[config.mk]
export PLATFORM = sky130hd
export DESIGN_NAME = dsr_regs
export DESIGN_NICKNAME = d
export VERILOG_FILES = /design/src/design/dsr_pkg.sv /design/src/design/dsr_regs.sv
export SDC_FILE = /design/constraint.sdc
export NUM_CORES = 1
export LEC_CHECK = 0
export ABC_AREA = 1
export BUFFER_PORTS_ARGS = -buffer_cell sky130_fd_sc_hd__buf_2
export CAP_MARGIN = 15
export CORE_UTILIZATION = 29
export DETAILED_ROUTE_END_ITERATION = 10
export SYNTH_ARGS = -nofsm -noshare
export SYNTH_HDL_FRONTEND = slang
export SYNTH_SLANG_ARGS = --single-unit
export TNS_END_PERCENT = 1
[constraint.sdc]
create_clock -name clock_in -period 1.7 [get_ports clock_in]
set_input_delay 0.085 -clock clock_in [delete_from_list [all_inputs] [get_ports clock_in]]
set_output_delay 0.085 -clock clock_in [all_outputs]
set_load 0.03 [all_outputs]
[src/design/dsr_pkg.sv]
package dsr_pkg;
	localparam int ADDR_W = 7;
	localparam int IDX_W = 5;
	// printed offsets are register indices; byte address is four times the index
	localparam logic [IDX_W-1:0] IDX_CTRL_TWO = 5'h06;
	localparam logic [IDX_W-1:0] IDX_RSVD_SEVEN = 5'h07;
	localparam logic [IDX_W-1:0] IDX_RSVD_EIGHT = 5'h08;
	localparam logic [IDX_W-1:0] IDX_SRATE = 5'h09;
	localparam logic [IDX_W-1:0] IDX_RSVD_TEN = 5'h0a;
	localparam logic [IDX_W-1:0] IDX_SYS_REV = 5'h0b;
	localparam logic [IDX_W-1:0] IDX_LINE_STAT = 5'h0c;
	localparam logic [IDX_W-1:0] IDX_LINE_REV = 5'h0d;
	localparam logic [IDX_W-1:0] IDX_IRQ_STAT = 5'h10;
	localparam logic [IDX_W-1:0] IDX_IRQ_MASK = 5'h11;
	localparam logic [7:0] CTRL_TWO_RST = 8'h70;
	localparam logic [7:0] CTRL_TWO_WMASK = 8'h7b;
	localparam logic [2:0] SRATE_RST = 3'h0;
	localparam logic [1:0] IRQ_MASK_RST = 2'h0;
	localparam int CT_TX_HI = 6;
	localparam int CT_TX_LO = 1;
	localparam int CT_RX_HI = 5;
	localparam int CT_RX_LO = 0;
	localparam int CT_LINE_PD = 4;
	localparam int CT_SYS_PD = 3;
	localparam int LS_ERR_BIT = 7;
	localparam int LR_RXB_BIT = 1;
	localparam int LR_TXB_BIT = 0;
	localparam int IRQ_LINK_ERR = 0;
	localparam int IRQ_LOCK_CHG = 1;
	localparam int IRQ_W = 2;
	// packing of the synchronised side-band inputs
	localparam int SY_W = 13;
	localparam int SY_LINK = 12;
	localparam int SY_LOCK = 11;
	localparam int SY_HOOK = 10;
	localparam int SY_CAP = 9;
	localparam int SY_SENSE_LO = 4;
	localparam int SY_REV_LO = 0;
	localparam logic [1:0] RESP_OKAY = 2'h0;
	localparam logic [1:0] RESP_SLVERR = 2'h2;
	localparam logic [5:0] TX_DB_00 = 6'h1a;
	localparam logic [5:0] TX_DB_01 = 6'h14;
	localparam logic [5:0] TX_DB_11 = 6'h20;
	localparam logic [5:0] RX_DB_00 = 6'h06;
	localparam logic [5:0] RX_DB_01 = 6'h00;
	localparam logic [5:0] RX_DB_11 = 6'h0c;
	localparam logic [13:0] RATE_HZ_0 = 14'h1c20;
	localparam logic [13:0] RATE_HZ_1 = 14'h1f40;
	localparam logic [13:0] RATE_HZ_2 = 14'h2025;
	localparam logic [13:0] RATE_HZ_3 = 14'h20d0;
	localparam logic [13:0] RATE_HZ_4 = 14'h2328;
	localparam logic [13:0] RATE_HZ_5 = 14'h2580;
	localparam logic [13:0] RATE_HZ_6 = 14'h282e;

	// returns {mute, attenuation in dB}
	function automatic logic [6:0] cp_level(input logic [1:0] sel, input logic is_tx);
		unique case (sel)
			2'h0: return {1'b0, is_tx ? TX_DB_00 : RX_DB_00};
			2'h1: return {1'b0, is_tx ? TX_DB_01 : RX_DB_01};
			2'h2: return 7'h40;
			2'h3: return {1'b0, is_tx ? TX_DB_11 : RX_DB_11};
		endcase
	endfunction

	// reserved code yields zero so downstream clocking can refuse it
	function automatic logic [13:0] rate_hz(input logic [2:0] code);
		unique case (code)
			3'h0: return RATE_HZ_0;
			3'h1: return RATE_HZ_1;
			3'h2: return RATE_HZ_2;
			3'h3: return RATE_HZ_3;
			3'h4: return RATE_HZ_4;
			3'h5: return RATE_HZ_5;
			3'h6: return RATE_HZ_6;
			3'h7: return 14'h0;
		endcase
	endfunction

	function automatic logic [3:0] loop_decode(input logic [4:0] code, input logic hook);
		if (hook && code == 5'h1e) return 4'he;
		if (hook && code == 5'h01) return 4'h1;
		return code[4:1];
	endfunction
endpackage

[src/design/dsr_regs.sv]
`timescale 1ns/1ns
`default_nettype none

module dsr_regs #(
	// arbitrary value, replaced per silicon revision
	parameter logic [3:0] SYS_REV_CODE = 4'h1
) (
	input wire logic clock_in,
	input wire logic rst_n_in,
	input wire logic [dsr_pkg::ADDR_W-1:0] s_axi_awaddr_in,
	input wire logic s_axi_awvalid_in,
	output logic s_axi_awready_out,
	input wire logic [31:0] s_axi_wdata_in,
	input wire logic [3:0] s_axi_wstrb_in,
	input wire logic s_axi_wvalid_in,
	output logic s_axi_wready_out,
	output logic [1:0] s_axi_bresp_out,
	output logic s_axi_bvalid_out,
	input wire logic s_axi_bready_in,
	input wire logic [dsr_pkg::ADDR_W-1:0] s_axi_araddr_in,
	input wire logic s_axi_arvalid_in,
	output logic s_axi_arready_out,
	output logic [31:0] s_axi_rdata_out,
	output logic [1:0] s_axi_rresp_out,
	output logic s_axi_rvalid_out,
	input wire logic s_axi_rready_in,
	input wire logic link_fail_in,
	input wire logic frame_lock_in,
	input wire logic off_hook_in,
	input wire logic line_capability_in,
	input wire logic [4:0] line_sense_code_in,
	input wire logic [3:0] line_rev_code_in,
	output logic cp_tx_mute_out,
	output logic [5:0] cp_tx_atten_db_out,
	output logic cp_rx_mute_out,
	output logic [5:0] cp_rx_atten_db_out,
	output logic line_chip_powerdown_out,
	output logic system_module_powerdown_out,
	output logic [2:0] sample_rate_sel_out,
	output logic [13:0] sample_rate_hz_out,
	output logic legacy_rx_boost_out,
	output logic legacy_tx_atten_out,
	output logic irq_out
);
	import dsr_pkg::*;

	typedef struct packed {
		logic [7:0] ctrl_two;
		logic [2:0] srate;
		logic rxb;
		logic txb;
		logic link_err;
		logic sys_pd;
		logic [SY_W-1:0] sync1;
		logic [SY_W-1:0] sync2;
		logic lock_prev;
		logic [IRQ_W-1:0] irq_stat;
		logic [IRQ_W-1:0] irq_mask;
		logic aw_have;
		logic [IDX_W-1:0] aw_idx;
		logic w_have;
		logic [7:0] w_byte;
		logic w_lane;
		logic awready;
		logic wready;
		logic bvalid;
		logic [1:0] bresp;
		logic arready;
		logic rvalid;
		logic [7:0] rdata;
		logic [1:0] rresp;
		logic [IDX_W-1:0] rd_idx;
		logic tx_mute;
		logic [5:0] tx_db;
		logic rx_mute;
		logic [5:0] rx_db;
		logic [13:0] rate;
		logic irq;
	} dsr_state_t;

	dsr_state_t q;
	dsr_state_t d;
	logic wr_fire;
	logic wr_en;
	logic rd_fire;
	logic [IDX_W-1:0] ar_idx;

	function automatic logic idx_mapped(input logic [IDX_W-1:0] idx);
		return (idx >= IDX_CTRL_TWO && idx <= IDX_LINE_REV) ||
			idx == IDX_IRQ_STAT || idx == IDX_IRQ_MASK;
	endfunction

	function automatic logic [7:0] read_reg(input logic [IDX_W-1:0] idx, input dsr_state_t s);
		unique case (idx)
			IDX_CTRL_TWO: return s.ctrl_two & CTRL_TWO_WMASK;
			IDX_SRATE: return {5'h00, s.srate};
			IDX_SYS_REV: return {4'h0, SYS_REV_CODE};
			IDX_LINE_STAT: return {s.link_err, s.sync2[SY_LOCK], 2'h0,
				loop_decode(s.sync2[SY_SENSE_LO +: 5], s.sync2[SY_HOOK])};
			IDX_LINE_REV: return {1'b0, s.sync2[SY_CAP], s.sync2[SY_REV_LO +: 4], s.rxb, s.txb};
			IDX_IRQ_STAT: return {6'h00, s.irq_stat};
			IDX_IRQ_MASK: return {6'h00, s.irq_mask};
			default: return 8'h00;
		endcase
	endfunction

	assign ar_idx = s_axi_araddr_in[ADDR_W-1:2];

	always_comb begin
		d = q;
		d.sync1 = {link_fail_in, frame_lock_in, off_hook_in, line_capability_in,
			line_sense_code_in, line_rev_code_in};
		d.sync2 = q.sync1;
		d.lock_prev = q.sync2[SY_LOCK];

		// write address and data are taken independently, then joined
		wr_fire = q.aw_have && q.w_have && !q.bvalid;
		wr_en = wr_fire && q.w_lane && idx_mapped(q.aw_idx);
		if (q.bvalid && s_axi_bready_in) begin
			d.bvalid = 1'b0;
		end
		if (wr_fire) begin
			d.aw_have = 1'b0;
			d.w_have = 1'b0;
			d.bvalid = 1'b1;
			d.bresp = idx_mapped(q.aw_idx) ? RESP_OKAY : RESP_SLVERR;
		end
		if (s_axi_awvalid_in && q.awready) begin
			d.aw_have = 1'b1;
			d.aw_idx = s_axi_awaddr_in[ADDR_W-1:2];
		end
		if (s_axi_wvalid_in && q.wready) begin
			d.w_have = 1'b1;
			d.w_byte = s_axi_wdata_in[7:0];
			d.w_lane = s_axi_wstrb_in[0];
		end
		d.awready = !d.aw_have && !d.bvalid;
		d.wready = !d.w_have && !d.bvalid;

		if (wr_en) begin
			unique case (q.aw_idx)
				IDX_CTRL_TWO: d.ctrl_two = q.w_byte & CTRL_TWO_WMASK;
				IDX_SRATE: d.srate = q.w_byte[2:0];
				IDX_LINE_REV: begin
					d.rxb = q.w_byte[LR_RXB_BIT];
					d.txb = q.w_byte[LR_TXB_BIT];
				end
				IDX_IRQ_MASK: d.irq_mask = q.w_byte[IRQ_W-1:0];
				default: begin
				end
			endcase
		end
		if (wr_en && q.aw_idx == IDX_LINE_STAT && !q.w_byte[LS_ERR_BIT]) begin
			d.link_err = 1'b0;
		end
		// link failure sets the flag, winning over a clear
		if (q.sync2[SY_LINK]) begin
			d.link_err = 1'b1;
		end
		// latch powerdown; clearing the bit cannot wake the module
		if (q.ctrl_two[CT_SYS_PD]) begin
			d.sys_pd = 1'b1;
		end

		rd_fire = s_axi_arvalid_in && q.arready;
		if (q.rvalid && s_axi_rready_in) begin
			d.rvalid = 1'b0;
		end
		if (rd_fire) begin
			d.rvalid = 1'b1;
			d.rd_idx = ar_idx;
			d.rdata = read_reg(ar_idx, q);
			d.rresp = idx_mapped(ar_idx) ? RESP_OKAY : RESP_SLVERR;
		end
		d.arready = !d.rvalid;

		// reading status clears it; an event in the same cycle still lands
		if (rd_fire && ar_idx == IDX_IRQ_STAT) begin
			d.irq_stat = '0;
		end
		if (q.sync2[SY_LINK] && !q.link_err) begin
			d.irq_stat[IRQ_LINK_ERR] = 1'b1;
		end
		if (q.sync2[SY_LOCK] != q.lock_prev) begin
			d.irq_stat[IRQ_LOCK_CHG] = 1'b1;
		end
		d.irq = |(d.irq_stat & d.irq_mask);

		{d.tx_mute, d.tx_db} = cp_level({d.ctrl_two[CT_TX_HI], d.ctrl_two[CT_TX_LO]}, 1'b1);
		{d.rx_mute, d.rx_db} = cp_level({d.ctrl_two[CT_RX_HI], d.ctrl_two[CT_RX_LO]}, 1'b0);
		d.rate = rate_hz(d.srate);
	end

	always_ff @(posedge clock_in or negedge rst_n_in) begin
		if (!rst_n_in) begin
			q <= '0;
			q.ctrl_two <= CTRL_TWO_RST;
			q.srate <= SRATE_RST;
			q.irq_mask <= IRQ_MASK_RST;
			q.awready <= 1'b1;
			q.wready <= 1'b1;
			q.arready <= 1'b1;
			q.tx_mute <= 1'b1;
			q.rx_mute <= 1'b1;
			q.rate <= RATE_HZ_0;
		end else begin
			q <= d;
		end
	end

	assign s_axi_awready_out = q.awready;
	assign s_axi_wready_out = q.wready;
	assign s_axi_bvalid_out = q.bvalid;
	assign s_axi_bresp_out = q.bresp;
	assign s_axi_arready_out = q.arready;
	assign s_axi_rvalid_out = q.rvalid;
	assign s_axi_rdata_out = {24'h00_0000, q.rdata};
	assign s_axi_rresp_out = q.rresp;
	assign cp_tx_mute_out = q.tx_mute;
	assign cp_tx_atten_db_out = q.tx_db;
	assign cp_rx_mute_out = q.rx_mute;
	assign cp_rx_atten_db_out = q.rx_db;
	assign line_chip_powerdown_out = q.ctrl_two[CT_LINE_PD];
	assign system_module_powerdown_out = q.sys_pd;
	assign sample_rate_sel_out = q.srate;
	assign sample_rate_hz_out = q.rate;
	assign legacy_rx_boost_out = q.rxb;
	assign legacy_tx_atten_out = q.txb;
	assign irq_out = q.irq;
endmodule

`default_nettype wire

==> results of run 1 <==
report_power, final:
group / switching (mW) / total (mW) / internal, mW
sequential: 0.325 / 3.20 / 2.88
combinational: 1.60 / 2.50 / 0.895
clock: 0.873 / 2.35 / 1.47
total: 2.80 / 8.04 / 5.24
worst max-delay path by stage:
stage / startpoint / end
2_1_floorplan: s_axi_bvalid_out$_DFF_PN0_ / cp_rx_atten_db_out[2]$_DFF_PN0_
3_3_place_gp: q[64]$_DFFE_PN0P_ / cp_rx_atten_db_out[2]$_DFF_PN0_
6_report: q[64]$_DFFE_PN0P_ / cp_rx_atten_db_out[2]$_DFF_PN0_
3_5_place_dp: q[64]$_DFFE_PN0P_ / cp_rx_atten_db_out[2]$_DFF_PN0_
4_1_cts: q[64]$_DFFE_PN0P_ / cp_rx_atten_db_out[2]$_DFF_PN0_
5_1_grt: q[63]$_DFFE_PN0P_ / cp_rx_atten_db_out[2]$_DFF_PN0_
sequential cells by signal, indices dropped and copies added (netlist names):
register	cells
q	39
d	14
sample_rate_hz_out	14
s_axi_rdata_out	8
cp_tx_atten_db_out	4
cp_rx_atten_db_out	3
sample_rate_sel_out	3
cp_rx_mute_out	1
cp_tx_mute_out	1
irq_out	1
legacy_rx_boost_out	1
legacy_tx_atten_out	1
line_chip_powerdown_out	1
s_axi_arready_out	1
s_axi_awready_out	1
s_axi_bresp_out	1
s_axi_bvalid_out	1
s_axi_rresp_out	1
s_axi_rvalid_out	1
s_axi_wready_out	1
system_module_powerdown_out	1
routing by layer:
metal	vias to the layer above	global-route usage [%]	share of wire, %
met5	-	0	0
met4	0	6.378	2.0
met3	15	3.608	4.4
met2	100	19.89	47
met1	1429	16.30	46
li1	1493	-	-
what timing repair did:
action,CTS,global route
setup endpoints to repair,7,21
hold buffers,28,0
pin swaps,6,9
setup buffers,8,0
gates resized for setup,4,17
endpoints found under the hold margin,58,0
layout by cell type, fill, tap and decap left out, drive strengths merged, types with 7 or more instances in the layout:
master,synthesis,routed
o21ai,19,19
nor2,34,34
dfstp,12,12
clkbuf,3,11
mux2,8,8
conb,1,30
dfrtp,87,87
a21oi,12,12
buf,65,113
dlygate4sd3,0,28
inv,46,46
nand2,102,102
nand3,21,21
nand4,7,7
layout make-up:
class	count	area share, %
timing repair buffer	141	17.17
sequential	99	44.64
clock buffer	11	4.343
tap	184	4.119
inverter	46	3.134
clock inverter	5	1.791
multi-input combinational	249	24.80
worst max-delay path, stage by stage, from the launching register on:
cell	delay, ns
dfrtp_1	0.40
inv_2	0.12
buf_12	0.11
nand4_4	0.08
nand2_4	0.12
nand2_8	0.06
nor2_8	0.17
nand2_2	0.08
o21ai_2	0.10
inv_2	0.08
ha_4	0.26
inv_2	0.02
cells by family (layout without fill, tap and decap cells):
logic type	after synthesis	after routing	share of synthesized area [%]
multiplexers	8	8	2.069
other	1	30	0.08612
AND/OR/NAND/NOR	172	172	19.40
XOR/XNOR	1	1	0.2012
buffers and inverters	114	203	15.49
flip-flops	99	99	57.24
AO/OA/AOI/OAI	35	35	4.655
adder cells (fa/ha/maj)	3	3	0.8622
==> impl_metrics.tcl, run 1 <==
set metrics [dict create \
    area_growth_pct 28.36 \
    fin_area_um2 5589 \
    grt_pass1_vias 2943 \
    min_period_ns 1.700 \
    min_to "q[63]$_DFFE_PN0P_" \
    grt_max_degree 37 \
    start_util_pct 29.85 \
    whs_ns 0.005562 \
    overflow 0 \
    clk_path_buf_depth 2 \
    drc 0 \
    final.setup_skew_ns 0.006295 \
    fill_cells 1426 \
    ys_async_sr_fraction_pct 100.0 \
    first_pass_iters 4 \
    vdd_drop_max_mv 0.5606 \
    worst-path-max-fanout 6 \
    cts_tree "yes" \
    syn_inst 433 \
    synth.distinct_cells 38 \
    ys_seq_area_share_pct 57.24 \
    pre_cts_slack_ns -0.09346 \
    worstPathRequired_ns 1.96 \
    h-tree-depth 3 \
    total_power_mw 8.043 \
    cts_buffers 9 \
    multi_input_area_um2 1386 \
    dieArea_um2 15510 \
    track_usage_pct 12.81 \
    synth_common_cells "nand2_1 (92), dfrtp_1 (87), buf_4 (65)" \
    period_share_pct 100.0 \
    r2r_cells 11 \
    root_buffer "clkbuf_16" \
    synth_area_leaders "dfrtp_1 (50%), buf_4 (11%), nand2_1 (7.9%)" \
    pin_count 147 \
    synth_most_common_cell "nand2_1" \
    setup_viol 0 \
    cts_sinks 99 \
    ant_nets 0 \
    fp.dieW_um 124.5 \
    slew_violations 0 \
    finalWorstSetupSlack_ns 0.00006151 \
    r2r_end "cp_rx_atten_db_out[2]$_DFF_PN0_" \
    r2r_start "q[64]$_DFFE_PN0P_" \
    grt_pass1_wl_um 15120 \
    wl_per_cell_um 12.75 \
    hold_viol 0 \
    rsz0062_at_grt "true" \
    maxCapViolCount 0 \
    synth_area_um2 4354 \
    critPathArrivalTime_ns 1.96 \
    cellPowerDensity_nw_per_um2 1439 \
    portBuffers 85 \
    hp-start "s_axi_awaddr_in[4]" \
    path_class "reg2reg" \
    cp-end-kind "flip-flop" \
    antenna_found_initial 0 \
    drtIter0Drc 180 \
    r2r_slack_ns 0.00006 \
    antenna_cells 0 \
    place_inst 683 \
    whs_path_depth 3 \
    startpoint_type "flip-flop" \
    tns_ns 0 \
    yosys.area.top_type_share_pct 50.00 \
    seq_area_um2 2495 \
    drive_gt1_share_pct 35.75 \
    clock_latency_ns 0.36 \
    finalNetCount 619 \
    status "finished clean" \
    gp_routability_congestion 0.7760 \
    ys.flop_type "dfrtp_1" \
    synth_edf_count 0 \
    layoutNonFillerInstCount 735 \
    final_core_util_pct 38.31 \
    max_freq_mhz 588.3 \
    synth_largest_area_cell "dfrtp_1" \
    clkTransAtPathRegs_ns 0.07 \
    vias 3037 \
    synth_seq_cells 99 \
    wl_um 9368 \
    place_area_um2 4818 \
    core_area_um2 14590 \
    worstHoldPathType "in2reg" \
    hpwl_um 6785 \
    num_rows 44 \
    yosys_warnings 0 \
    via_per_inst 4.132 \
    leakage_nw 2.881 \
    die_h_um 124.5 \
    syn_area_per_cell_um2 10.06 \
]
Note: power is estimated with default switching activity, not from simulation.
==> run 2: changes to the inputs <==
--- a/config.mk
+++ b/config.mk
@@ -10,6 +10,7 @@
 export CAP_MARGIN = 15
 export CORE_UTILIZATION = 29
 export DETAILED_ROUTE_END_ITERATION = 10
+export GPL_TIMING_DRIVEN = 0
 export SYNTH_ARGS = -nofsm -noshare
 export SYNTH_HDL_FRONTEND = slang
 export SYNTH_SLANG_ARGS = --single-unit
==> constraint.sdc (replaced) <==
create_clock -name clock_in -period 1.7 [get_ports clock_in]
set_input_delay 0.085 -clock clock_in [delete_from_list [all_inputs] [get_ports clock_in]]
set_output_delay 0.085 -clock clock_in [all_outputs]
set_load 0.1 [all_outputs]
==> run 2 against run 1 <==
Against the previous run: the run now ends with hold timing, setup timing left; count of clock-buffer cells in the layout fell by 2; wire length decreased by 1.5%; core utilization grew 3.2 points; flip-flop and latch count did not move; power increased by 19%; die area did not move; combinational power increased by 60%; largest cell class unchanged.
==> impl_metrics.tcl, run 2 (synthesized netlist as in run 1, its figures left out) <==
set metrics [dict create \
    rsz0062_at_grt "true" \
    cp-end-kind "flip-flop" \
    worst-path-max-fanout 5 \
    largest_reg_flops 39 \
    die_h_um 124.5 \
    mostFrequentLayoutCells "buf_4 (84), dfrtp_1 (84), buf_2 (84), nand2_1 (83), inv_1 (36)" \
    worstHoldPathType "in2reg" \
    path_class "reg2reg" \
    ant_nets 0 \
    wl_met1_um 4272 \
    pin_count 147 \
    overflow 0 \
    start_util_pct 29.85 \
    drive_gt1_share_pct 42.72 \
    met2_length_um 4286 \
    fp.dieW_um 124.5 \
    gp_routability_congestion 0.8519 \
    hold_viol 1 \
    total_power_mw 9.600 \
    clkTransAtPathRegs_ns 0.06 \
    finalNetCount 679 \
    grt_max_degree 70 \
    slew_headroom_pct 59.15 \
    final.setup_skew_ns 0.006790 \
    min_period_ns 1.760 \
    grt_pass1_wl_um 14980 \
    period_share_pct 103.6 \
    final_core_util_pct 41.55 \
    max_freq_mhz 568.0 \
    maxCapViolCount 0 \
    worstPathRequired_ns 1.95 \
    route.top_layer_used "met4" \
    dieArea_um2 15510 \
    setup_viol 2 \
    wl_um 9223 \
    tns_ns -0.1025 \
    cts_sinks 99 \
    h-tree-depth 3 \
    whs_ns -0.0001959 \
    drc 0 \
    via_per_inst 4.083 \
    clk_path_buf_depth 2 \
    routed-wl-met3_um 452 \
    track_usage_pct 12.64 \
    leakage_nw 3.203 \
    drtIter0Drc 155 \
    startpoint_type "flip-flop" \
    num_rows 44 \
    area_growth_pct 39.22 \
    antenna_found_initial 0 \
    r2r_slack_ns -0.06 \
    core_area_um2 14590 \
    fill_cells 1434 \
    top_register "q" \
    vdd_drop_max_mv 0.9880 \
    violations "hold timing, setup timing" \
    antenna_cells 0 \
    portBuffers 85 \
    finalWorstSetupSlack_ns -0.06047 \
    critPathArrivalTime_ns 2.01 \
    cellPowerDensity_nw_per_um2 1584 \
    root_buffer "clkbuf_16" \
    hpwl_um 6725 \
    first_pass_iters 4 \
    slew_violations 0 \
    tightest_slew_ns 0.6128 \
    vias 3246 \
    status "finished, violations left" \
    cts_buffers 9 \
    clock_latency_ns 0.35 \
    cts_tree "yes" \
    grt_pass1_vias 3077 \
    wl_per_cell_um 11.60 \
]
## run 2: cell count changes in the layout (fill, tap and decap cells not counted), moves of 2 or more
cell,change
nand2_2,+2
buf_12,-3
nand2_1,-4
buf_4,+59
inv_4,+2
clkbuf_1,+2
inv_6,+3
nand2_4,+2
## run 2: power breakdown
part,total (mW),switching (mW),internal (mW),leakage [nW]
registers,3.23,0.349,2.88,1.19
clock network,2.35,0.903,1.45,0.171
logic,4.01,2.95,1.06,1.84
## run 2: worst paths after layout
path | endpoint | cells past startpoint | start
setup / recovery | cp_rx_atten_db_out[2]$_DFF_PN0_ | 10 | q[65]$_DFFE_PN0P_
hold / removal | s_axi_bvalid_out$_DFF_PN0_ | 2 | s_axi_bready_in
setup reg to reg | cp_rx_atten_db_out[2]$_DFF_PN0_ | 10 | q[65]$_DFFE_PN0P_
hold reg to reg | d[71]$_DFF_PN0_ | 0 | d[83]$_DFF_PN0_
max in group asynchronous | s_axi_arready_out$_DFF_PN1_ | 3 | rst_n_in
min in group asynchronous | q[66]$_DFF_PN0_ | 2 | rst_n_in
## run 2: what timing repair did
item	in CTS	in global routing
resized for setup	11	23
buffers inserted	10	10
pin swaps	6	8
hold buffers	27	0
endpoints found under the setup margin	10	29
endpoints found under the hold margin	57	0
## run 2: cell type report
cell class / instances / area [µm²] / area share (%)
Sequential cell: 99 / 2499 / 41.22
Clock buffer: 9 / 225.2 / 3.715
Inverter: 46 / 180.2 / 2.972
Buffer: 68 / 499.2 / 8.235
Multi-Input combinational cell: 249 / 1424 / 23.49
Timing Repair Buffer: 133 / 883.3 / 14.57
Clock inverter: 7 / 121.4 / 2.002
Tap cell: 184 / 230.2 / 3.798
## run 2: per-stage QoR
stage                     cell area [µm²]  cells  setup slack [ns]
after floorplan                      4487    462           -0.2490
final                                6062    795          -0.06047
after detailed placement             5172    732           -0.2924
after global routing                 6062    795           -0.1432
after CTS                            5896    785          -0.05473
after global placement               5142    731           -0.7255
## run 2: critical path, stage by stage, from the launching register on
cell     delay, ns
dfrtp_2       0.45
buf_4         0.15
nand4_4       0.15
nand2_4       0.14
nand2_8       0.07
nor2_8        0.16
nand2_2       0.09
o21ai_4       0.09
inv_2         0.08
ha_4          0.26
inv_2         0.02
## run 2: layer usage
layer	vias up	global-route usage, %
met5	-	0
met4	0	6.591
met3	15	2.964
met2	109	19.47
met1	1511	16.48
li1	1611	-
